$ cat src/register_entry_map.vh
/*
 * constants for the register-entry decoder: opcode values, field positions,
 * fixed operand patterns and functional unit select indices.
 * assumes a 16-bit instruction parcel laid out as a 7-bit opcode followed by
 * three 3-bit designators i, j and k.
 */
`ifndef REGISTER_ENTRY_MAP_VH
`define REGISTER_ENTRY_MAP_VH

// parcel field positions
`define OPC_HI 15
`define OPC_LO 9
`define FLD_I_HI 8
`define FLD_I_LO 6
`define FLD_J_HI 5
`define FLD_J_LO 3
`define FLD_K_HI 2
`define FLD_K_LO 0
// semaphore select bit inside the short immediate field
`define SEM_SEL_BIT 5

// opcodes, written as their hexadecimal values
`define OP_SEMAPHORE 7'h03
`define OP_A_LONG 7'h10
`define OP_A_LONG_NOT 7'h11
`define OP_A_SHORT 7'h12
`define OP_A_NEG 7'h19
`define OP_S_LONG 7'h20
`define OP_S_LONG_NOT 7'h21
`define OP_S_MASK_ONES 7'h22
`define OP_S_MASK_ZEROS 7'h23
`define OP_S_NOT_SK 7'h27
`define OP_S_SK 7'h29
`define OP_S_CONST 7'h39
`define OP_V_ELEM 7'h3F
`define OP_V_CLEAR 7'h65

// i designator values of the semaphore group
`define SEM_TEST_SET 3'h4
`define SEM_CLEAR 3'h6
`define SEM_SET 3'h7

// j designator values of the long scalar entries
`define S_LONG_PLAIN 3'h0
`define S_LONG_LOW 3'h2
`define S_LONG_HIGH 3'h4

// mask forms count from octal 100
`define MASK_BASE 7'h40

// fixed scalar patterns
`define K_SIGN_BIT 64'h8000000000000000
`define K_THREE_QTR 64'h4030C00000000000
`define K_POINT_FOUR 64'h4000800000000000
`define K_ONE 64'h4001800000000000
`define K_TWO 64'h4002800000000000
`define K_FOUR 64'h4003800000000000

// special operand substituted for address register zero in the k field
`define AK_ZERO_VALUE 32'h00000001

// functional unit select indices
`define FU_ADDR_ADD 0
`define FU_ADDR_MUL 1
`define FU_S_ADD 2
`define FU_S_LOGIC 3
`define FU_S_SHIFT 4
`define FU_S_POP 5
`define FU_V_ADD 6
`define FU_V_LOGIC 7
`define FU_V_LOGIC2 8
`define FU_V_SHIFT 9
`define FU_V_POP 10
`define FU_F_ADD 11
`define FU_F_MUL 12
`define FU_F_RECIP 13
`define FU_MEM_S 14
`define FU_MEM_V 15
`define FU_COUNT 16

`endif

$ cat src/register_entry_decode.v
/*
 * register-entry decoder: executes immediate, mask, constant, vector clear
 * and semaphore entry instructions and steers other opcodes to their units.
 * assumes the issue logic presents one parcel with its long immediate, the
 * current destination scalar value and the addressed Ak value, all on sys_clk_i.
 */
// Contract
// - route non-transmit opcodes to the functional unit chosen by opcode
// - complemented long immediate entry writes one's complement into address register
// - low merge writes immediate to scalar bits 0-31, keeps 32-63
// - high merge writes immediate to scalar bits 32-63, keeps 0-31
// - complemented scalar entry writes inverted immediate low, ones in bits 32-63
// - ones mask from right sets count low bits; short field holds 100 minus count
// - zeros mask from right clears count low bits, sets the others
// - sign-bit entry loads only bit 63 set
// - complemented sign-bit entry loads bit 63 clear, others set
// - three-quarters scale constant entry loads its fixed float pattern
// - minor field selects fixed float constants 0.5, 1.0, 2.0, 4.0
// - clear one vector element indexed by Ak, or a whole vector register
// - select bit zero: test-and-set semaphore numbered by short field
// - select bit one: test-and-set semaphore numbered by address register
// - clear opcode clears one semaphore chosen by short field or address register
// - set opcode sets one semaphore chosen by short field or address register
// - register zero as non-destination operand yields a fixed special operand
// - privileged instruction outside monitor mode executes as no-operation
`timescale 1ns/1ps
`include "register_entry_map.vh"

module register_entry_decode #(
  parameter ADDR_W = 32,
  parameter SEM_COUNT = 32
) (
  // clock and reset
  input wire sys_clk_i,
  input wire reset_i,
  // issue side
  input wire issue_valid_i,
  input wire [15:0] parcel_i,
  input wire [31:0] long_immediate_field_i,
  input wire privileged_i,
  input wire monitor_mode_i,
  input wire [63:0] scalar_dest_value_i,
  input wire [ADDR_W-1:0] addr_reg_index_i,
  output wire issue_accept_o,
  output wire ts_wait_o,
  // address register write
  output reg a_write_o,
  output reg [2:0] addr_reg_dest_o,
  output reg [ADDR_W-1:0] a_data_o,
  // scalar register write
  output reg s_write_o,
  output reg [2:0] s_dest_o,
  output reg [63:0] s_data_o,
  // vector register clears
  output reg v_elem_clear_o,
  output reg v_all_clear_o,
  output reg [2:0] vector_reg_dest_o,
  output reg [ADDR_W-1:0] v_elem_index_o,
  // functional unit steering
  output reg [`FU_COUNT-1:0] fu_select_o,
  // shared semaphores
  output reg [SEM_COUNT-1:0] semaphore_bank
);

  // parcel fields
  wire [6:0] opcode = parcel_i[`OPC_HI:`OPC_LO];
  wire [2:0] fld_i = parcel_i[`FLD_I_HI:`FLD_I_LO];
  wire [2:0] fld_j = parcel_i[`FLD_J_HI:`FLD_J_LO];
  wire [2:0] fld_k = parcel_i[`FLD_K_HI:`FLD_K_LO];
  wire [5:0] short_immediate_field = parcel_i[`FLD_J_HI:`FLD_K_LO];
  wire semaphore_select_bit = short_immediate_field[`SEM_SEL_BIT];

  // functional unit choice from opcode and minor fields
  function [`FU_COUNT-1:0] fu_decode;
    input [6:0] op;
    input [2:0] k;
    begin
      fu_decode = {`FU_COUNT{1'b0}};
      if (op == 7'h18 || op == 7'h19) begin
        fu_decode[`FU_ADDR_ADD] = 1'b1;
      end
      if (op == 7'h1A) begin
        fu_decode[`FU_ADDR_MUL] = 1'b1;
      end
      if (op == 7'h30 || op == 7'h31) begin
        fu_decode[`FU_S_ADD] = 1'b1;
      end
      if (op >= 7'h22 && op <= 7'h29) begin
        fu_decode[`FU_S_LOGIC] = 1'b1;
      end
      if (op >= 7'h2A && op <= 7'h2F) begin
        fu_decode[`FU_S_SHIFT] = 1'b1;
      end
      if (op == 7'h16 || op == 7'h17) begin
        fu_decode[`FU_S_POP] = 1'b1;
      end
      if (op >= 7'h6C && op <= 7'h6F) begin
        fu_decode[`FU_V_ADD] = 1'b1;
      end
      if ((op >= 7'h60 && op <= 7'h67) || op == 7'h7D) begin
        fu_decode[`FU_V_LOGIC] = 1'b1;
      end
      if (op >= 7'h60 && op <= 7'h65) begin
        fu_decode[`FU_V_LOGIC2] = 1'b1;
      end
      if (op >= 7'h68 && op <= 7'h6B) begin
        fu_decode[`FU_V_SHIFT] = 1'b1;
      end
      if (op == 7'h7C && (k == 3'h1 || k == 3'h2)) begin
        fu_decode[`FU_V_POP] = 1'b1;
      end
      if (op == 7'h32 || op == 7'h33 || (op >= 7'h78 && op <= 7'h7B)) begin
        fu_decode[`FU_F_ADD] = 1'b1;
      end
      if ((op >= 7'h34 && op <= 7'h37) || (op >= 7'h70 && op <= 7'h77)) begin
        fu_decode[`FU_F_MUL] = 1'b1;
      end
      if (op == 7'h38 || (op == 7'h7C && k == 3'h0)) begin
        fu_decode[`FU_F_RECIP] = 1'b1;
      end
      if (op >= 7'h40 && op <= 7'h5F) begin
        fu_decode[`FU_MEM_S] = 1'b1;
      end
      if (op == 7'h7E || op == 7'h7F) begin
        fu_decode[`FU_MEM_V] = 1'b1;
      end
    end
  endfunction

  // Ak operand with the register-zero substitution
  function [ADDR_W-1:0] ak_operand;
    input [2:0] k;
    input [ADDR_W-1:0] value;
    begin
      if (k == 3'h0) begin
        ak_operand = `AK_ZERO_VALUE;
      end else begin
        ak_operand = value;
      end
    end
  endfunction

  // right-justified mask count: octal 100 minus the short field
  wire [6:0] mask_count = `MASK_BASE - {1'b0, short_immediate_field};
  wire [63:0] low_ones;

  mask_former #(
    .WORD_W(64)
  ) u_mask (
    .count_i(mask_count),
    .mask_o(low_ones)
  );

  // semaphore addressing and state of the addressed bit
  wire [ADDR_W-1:0] ak_value = ak_operand(fld_k, addr_reg_index_i);
  wire [4:0] sem_num = semaphore_select_bit ? ak_value[4:0]
                                            : short_immediate_field[4:0];
  wire sem_in_range = semaphore_select_bit ? (ak_value < SEM_COUNT) : (short_immediate_field[4:0] < SEM_COUNT);
  wire sem_current = sem_in_range ? semaphore_bank[sem_num] : 1'b0;

  // a privileged parcel outside monitor mode has no effect at all
  wire executes = issue_valid_i && !(privileged_i && !monitor_mode_i);
  wire is_sem = opcode == `OP_SEMAPHORE;
  wire is_ts = executes && is_sem && fld_i == `SEM_TEST_SET;

  // test-and-set on a set semaphore holds issue until another party clears it
  assign ts_wait_o = is_ts && sem_current;
  assign issue_accept_o = issue_valid_i && !ts_wait_o;
  wire fire = executes && !ts_wait_o;

  // next values of the write ports
  reg next_a_write;
  reg [ADDR_W-1:0] next_a_data;
  reg next_s_write;
  reg [63:0] next_s_data;
  reg next_v_elem;
  reg next_v_all;

  // entry decode
  always @* begin
    next_a_write = 1'b0;
    next_a_data = {ADDR_W{1'b0}};
    next_s_write = 1'b0;
    next_s_data = 64'h0000000000000000;
    next_v_elem = 1'b0;
    next_v_all = 1'b0;
    if (fire) begin
      case (opcode)
        `OP_A_LONG: begin
          next_a_write = (fld_j == 3'h0) && (fld_k == 3'h0);
          next_a_data = long_immediate_field_i[ADDR_W-1:0];
        end
        `OP_A_LONG_NOT: begin
          next_a_write = (fld_j == 3'h0) && (fld_k == 3'h0);
          next_a_data = ~long_immediate_field_i[ADDR_W-1:0];
        end
        `OP_A_SHORT: begin
          next_a_write = 1'b1;
          next_a_data = {{(ADDR_W-6){1'b0}}, short_immediate_field};
        end
        `OP_A_NEG: begin
          // negative of the Ak special operand 1 is all ones
          next_a_write = (fld_j == 3'h0) && (fld_k == 3'h0);
          next_a_data = {ADDR_W{1'b0}} - ak_operand(fld_k, addr_reg_index_i);
        end
        `OP_S_LONG: begin
          next_s_write = (fld_k == 3'h0) && (fld_j == `S_LONG_PLAIN || fld_j == `S_LONG_LOW ||
                                            fld_j == `S_LONG_HIGH);
          case (fld_j)
            `S_LONG_LOW: next_s_data = {scalar_dest_value_i[63:32], long_immediate_field_i};
            `S_LONG_HIGH: next_s_data = {long_immediate_field_i, scalar_dest_value_i[31:0]};
            default: next_s_data = {32'h00000000, long_immediate_field_i};
          endcase
        end
        `OP_S_LONG_NOT: begin
          next_s_write = (fld_j == 3'h0) && (fld_k == 3'h0);
          next_s_data = {32'hFFFFFFFF, ~long_immediate_field_i};
        end
        `OP_S_MASK_ONES: begin
          // same bits as a left zeros mask of the short field count
          next_s_write = 1'b1;
          next_s_data = low_ones;
        end
        `OP_S_MASK_ZEROS: begin
          // same bits as a left ones mask of the short field count
          next_s_write = 1'b1;
          next_s_data = ~low_ones;
        end
        `OP_S_NOT_SK: begin
          // Sk with k zero stands for the sign bit
          next_s_write = (fld_j == 3'h0) && (fld_k == 3'h0);
          next_s_data = ~`K_SIGN_BIT;
        end
        `OP_S_SK: begin
          next_s_write = (fld_j == 3'h0) && (fld_k == 3'h0);
          next_s_data = `K_SIGN_BIT;
        end
        `OP_S_CONST: begin
          // j values below three are register transfers, not entries
          next_s_write = (fld_k == 3'h0) && (fld_j >= 3'h3);
          case (fld_j)
            3'h3: next_s_data = `K_THREE_QTR;
            3'h4: next_s_data = `K_POINT_FOUR;
            3'h5: next_s_data = `K_ONE;
            3'h6: next_s_data = `K_TWO;
            3'h7: next_s_data = `K_FOUR;
            default: next_s_data = 64'h0000000000000000;
          endcase
        end
        `OP_V_ELEM: begin
          next_v_elem = (fld_j == 3'h0);
        end
        `OP_V_CLEAR: begin
          next_v_all = (fld_j == fld_i) && (fld_k == fld_i);
        end
        default: begin
          next_a_write = 1'b0;
        end
      endcase
    end
  end

  // registered write ports and unit steering
  always @(posedge sys_clk_i or posedge reset_i) begin
    if (reset_i) begin
      a_write_o <= 1'b0;
      addr_reg_dest_o <= 3'h0;
      a_data_o <= {ADDR_W{1'b0}};
      s_write_o <= 1'b0;
      s_dest_o <= 3'h0;
      s_data_o <= 64'h0000000000000000;
      v_elem_clear_o <= 1'b0;
      v_all_clear_o <= 1'b0;
      vector_reg_dest_o <= 3'h0;
      v_elem_index_o <= {ADDR_W{1'b0}};
      fu_select_o <= {`FU_COUNT{1'b0}};
    end else begin
      a_write_o <= next_a_write;
      addr_reg_dest_o <= fld_i;
      a_data_o <= next_a_data;
      s_write_o <= next_s_write;
      s_dest_o <= fld_i;
      s_data_o <= next_s_data;
      v_elem_clear_o <= next_v_elem;
      v_all_clear_o <= next_v_all;
      vector_reg_dest_o <= fld_i;
      v_elem_index_o <= ak_value;
      fu_select_o <= fire ? fu_decode(opcode, fld_k) : {`FU_COUNT{1'b0}};
    end
  end

  // semaphore bank updates
  always @(posedge sys_clk_i or posedge reset_i) begin
    if (reset_i) begin
      semaphore_bank <= {SEM_COUNT{1'b0}};
    end else if (fire && is_sem && sem_in_range) begin
      case (fld_i)
        `SEM_TEST_SET: semaphore_bank[sem_num] <= 1'b1;
        `SEM_CLEAR: semaphore_bank[sem_num] <= 1'b0;
        `SEM_SET: semaphore_bank[sem_num] <= 1'b1;
        default: semaphore_bank[sem_num] <= semaphore_bank[sem_num];
      endcase
    end
  end

endmodule

$ cat src/mask_former.v
/*
 * forms a word whose low count bits are one and the rest zero.
 * assumes count never exceeds the word width; a count equal to it gives all ones.
 */
`timescale 1ns/1ps
`include "register_entry_map.vh"

module mask_former #(
  parameter WORD_W = 64
) (
  // requested number of low ones
  input wire [6:0] count_i,
  // resulting mask
  output reg [WORD_W-1:0] mask_o
);

  integer b;

  // each bit is one when its position lies below the count
  always @* begin
    mask_o = {WORD_W{1'b0}};
    for (b = 0; b < WORD_W; b = b + 1) begin
      if (b < count_i) begin
        mask_o[b] = 1'b1;
      end
    end
  end

endmodule

$ cat config.mk
export PLATFORM = sky130hd
export DESIGN_NAME = register_entry_decode
export DESIGN_NICKNAME = d
export VERILOG_FILES = /design/src/register_entry_decode.v /design/src/mask_former.v
export VERILOG_INCLUDE_DIRS = /design/src
export SDC_FILE = /design/constraint.sdc
export NUM_CORES = 1
export LEC_CHECK = 0
export BUFFER_PORTS_ARGS = -buffer_cell sky130_fd_sc_hd__buf_2
export CAP_MARGIN = 20
export CORE_ASPECT_RATIO = 1.2
export CORE_MARGIN = 1.5
export CORE_UTILIZATION = 45
export CTS_BUF_LIST = sky130_fd_sc_hd__clkbuf_8
export DETAILED_ROUTE_END_ITERATION = 12
export GPL_ROUTABILITY_DRIVEN = 1
export PLACE_DENSITY = 0.71
export SLEW_MARGIN = 20
export SYNTH_ARGS = -nofsm -noshare
export SYNTH_HDL_FRONTEND = slang
export SYNTH_HIERARCHICAL = 1
export SYNTH_SLANG_ARGS = --single-unit
$ cat constraint.sdc
create_clock -name sys_clk_i -period 6.4 [get_ports sys_clk_i]
set_input_delay 0.96 -clock sys_clk_i [delete_from_list [all_inputs] [get_ports sys_clk_i]]
set_output_delay 0.96 -clock sys_clk_i [all_outputs]
set_load 0.02 [all_outputs]
==> results.sh <==
export IMPL_end_kind="output pin"
export IMPL_postCtsSetupBuffers=0
export IMPL_h_tree_depth=4
export IMPL_timing_slew_headroom=0.265
export IMPL_synth_edf_count=0
export IMPL_syn_cell_area_sq_um=11300
export IMPL_syn_avg_cell_area_sq_um=8.37
export IMPL_layout_commonest_cell="buf_2"
export IMPL_die_area_sq_um=26100
export IMPL_ctsHoldBuffers=0
export IMPL_grt_pass1_wl_mm=63.7
export IMPL_grt_pass1_vias=10800
export IMPL_path_class="in -> out"
export IMPL_drc=0
export IMPL_core_region_area_sq_um=24800
export IMPL_clk_latency_ns=0.50
export IMPL_routed_wirelength_mm=43.3
export IMPL_yosysSeqAreaShare=0.404
export IMPL_nets=1767
export IMPL_clock_sinks=183
export IMPL_dr_pass1_iters=6
export IMPL_dieHeight_um=177
export IMPL_grt_usage=0.322
export IMPL_p_leak_nw=6.35
export IMPL_worstPathRequired_ns=5.44
export IMPL_start_util=0.458
export IMPL_root_buffer="clkbuf_8"
export IMPL_power_density_nw_per_um2=192
export IMPL_drive_gt1_frac=0.272
export IMPL_ys_seq_elements=183
export IMPL_yosys_area_top_type="dfrtp_1"
export IMPL_maxCapViolCount=0
export IMPL_ant_nets=0
export IMPL_num_vias=11800
export IMPL_yosysWarnings=6
export IMPL_cp_arrival_ns=4.44
export IMPL_critPathSlowestCell="or4_4"
export IMPL_final_setup_tns_ns=0
export IMPL_wire_per_inst_um=22.2
export IMPL_final_area_sq_um=13500
export IMPL_syn_instance_count=1353
export IMPL_hold_viol=0
export IMPL_syn_nets=1507
export IMPL_dp_hpwl_mm=31.9
export IMPL_io_pins=340
export IMPL_fp_dieW_um=148
export IMPL_report_final_slew_viol_count=0
export IMPL_fin_cells=1952
export IMPL_cpMostUsedCell="buf_2"
export IMPL_slowest_delay_ns=0.55
export IMPL_cts_tree="yes"
export IMPL_path_clk_slew_ns=0.11
export IMPL_skew_ns=0.0232
export IMPL_vias_per_cell=6.03
export IMPL_place_inst=1918
export IMPL_crit_path_max_fanout=19
export IMPL_synthArstFlopShare=1.00
export IMPL_post_dp_cell_area_sq_um=13100
export IMPL_antenna_found_initial=5
export IMPL_hp_class="reg -> reg"
export IMPL_synthTopCellsByArea="dfrtp_1, nor2_1, a21oi_1"
export IMPL_fmax_ghz=0.185
export IMPL_holdWs_ns=0.542
export IMPL_grt_overflow=0
export IMPL_setup_slack_ns=1.00
export IMPL_rows=63
export IMPL_grt_start_max_net_pins=126
export IMPL_post_place_ws_ns=1.04
export IMPL_status="complete, no violations"
export IMPL_numPortBuffers=339
export IMPL_worst_pin_slew_ns=1.10
export IMPL_ys_types=75
export IMPL_synth_top_area_share=0.404
export IMPL_clockBufferDepth=2
export IMPL_synthFlopType="dfrtp_1"
export IMPL_post_route_period_util=0.843
export IMPL_grt_setup_unrepaired="false"
export IMPL_cts_resized_gates=0
export IMPL_mostFrequentLayoutCells="buf_2, dfrtp_1, nor2_1"
export IMPL_min_period_ns=5.40
export IMPL_drt_iter0_markers=1305
export IMPL_startpoint_type="input port"
export IMPL_cp_cell_sequence="buf_2 > inv_1 > ha_1 > ha_2 > or3b_1 > nand2_1 > a211o_1 > a32o_1 > or4_4 > nor3b_1 > nor2b_1 > buf_2"
export IMPL_setup_viol=0
export IMPL_numCtsBuffers=17
export IMPL_area_delta_synth_final_pct=19.1
export IMPL_peakVddDrop_uv=129
export IMPL_place_congestion=0.928
-- metrics by stage --
| stage | utilization | power, mW |
|---|---|---|
| after floorplan | - | 1.54 |
| after global placement | 0.527 | 1.72 |
| after detailed placement | 0.527 | 1.73 |
| after CTS | 0.544 | 2.58 |
| after global routing | 0.545 | 2.68 |
| final | 0.545 | 2.59 |
-- cells in the mapped netlist, drive strengths merged, types with 19 or more instances --
cell type	instances
a21oi	128
a221oi	26
a22oi	32
buf	39
clkbuf	84
dfrtp	183
inv	23
nand2	121
nand3	19
nor2	171
nor2b	39
nor3	61
o21ai	82
o22ai	41
o31ai	32
o41ai	23
xnor2	46
xor2	36
-- where the power goes --
part,internal [mW],switching [mW]
registers,1.17,0.00717
clock network,0.395,0.475
logic,0.164,0.369
-- kinds of logic after synthesis --
logic type / after synthesis / synth area share
fa+ha+maj: 5 / 0.00552
flops: 183 / 0.404
buf+inv: 146 / 0.0603
mux: 12 / 0.0114
xor+xnor: 82 / 0.0634
compound gates: 427 / 0.242
simple gates: 498 / 0.213
-- final timing paths --
path	start	slack, ns	end	depth (start not counted)
worst max register to register	flop	3.34	s_data_o[51]	9
min in group asynchronous	reset_i	0.64	v_elem_index_o[28]	2
worst max-delay path	parcel_i[0]	1.00	issue_accept_o	12
worst min register to register	flop	0.54	flop	2
worst min-delay path	flop	0.54	flop	2
max in group asynchronous	reset_i	4.43	fu_select_o[4]	3
-- metal layers --
metal / share of wire / vias up / GRT usage
li1: - / 5370 / -
met1: 0.38 / 5628 / 0.394
met2: 0.49 / 667 / 0.548
met3: 0.085 / 98 / 0.0606
met4: 0.043 / 6 / 0.154
met5: 0.00081 / - / 0
-- final cells by class --
| type | instances | area (sq um) |
|---|---|---|
| Antenna cell | 1 | 2.50 |
| Clock buffer | 17 | 234 |
| Clock inverter | 15 | 188 |
| Fill cell | 2365 | 11300 |
| Inverter | 23 | 93.8 |
| Multi-Input combinational cell | 1024 | 6100 |
| Sequential cell | 183 | 4580 |
| Tap cell | 325 | 407 |
| Timing Repair Buffer | 364 | 1890 |
-- worst max-delay path: cells and delay by family --
family	cells	cell delay, ns
AO/OA/AOI/OAI	2	0.66
adder cells (fa/ha/maj)	2	0.55
AND/OR/NAND/NOR	5	1.76
buffers and inverters	3	0.49
Power figures use the tool's default switching activity.
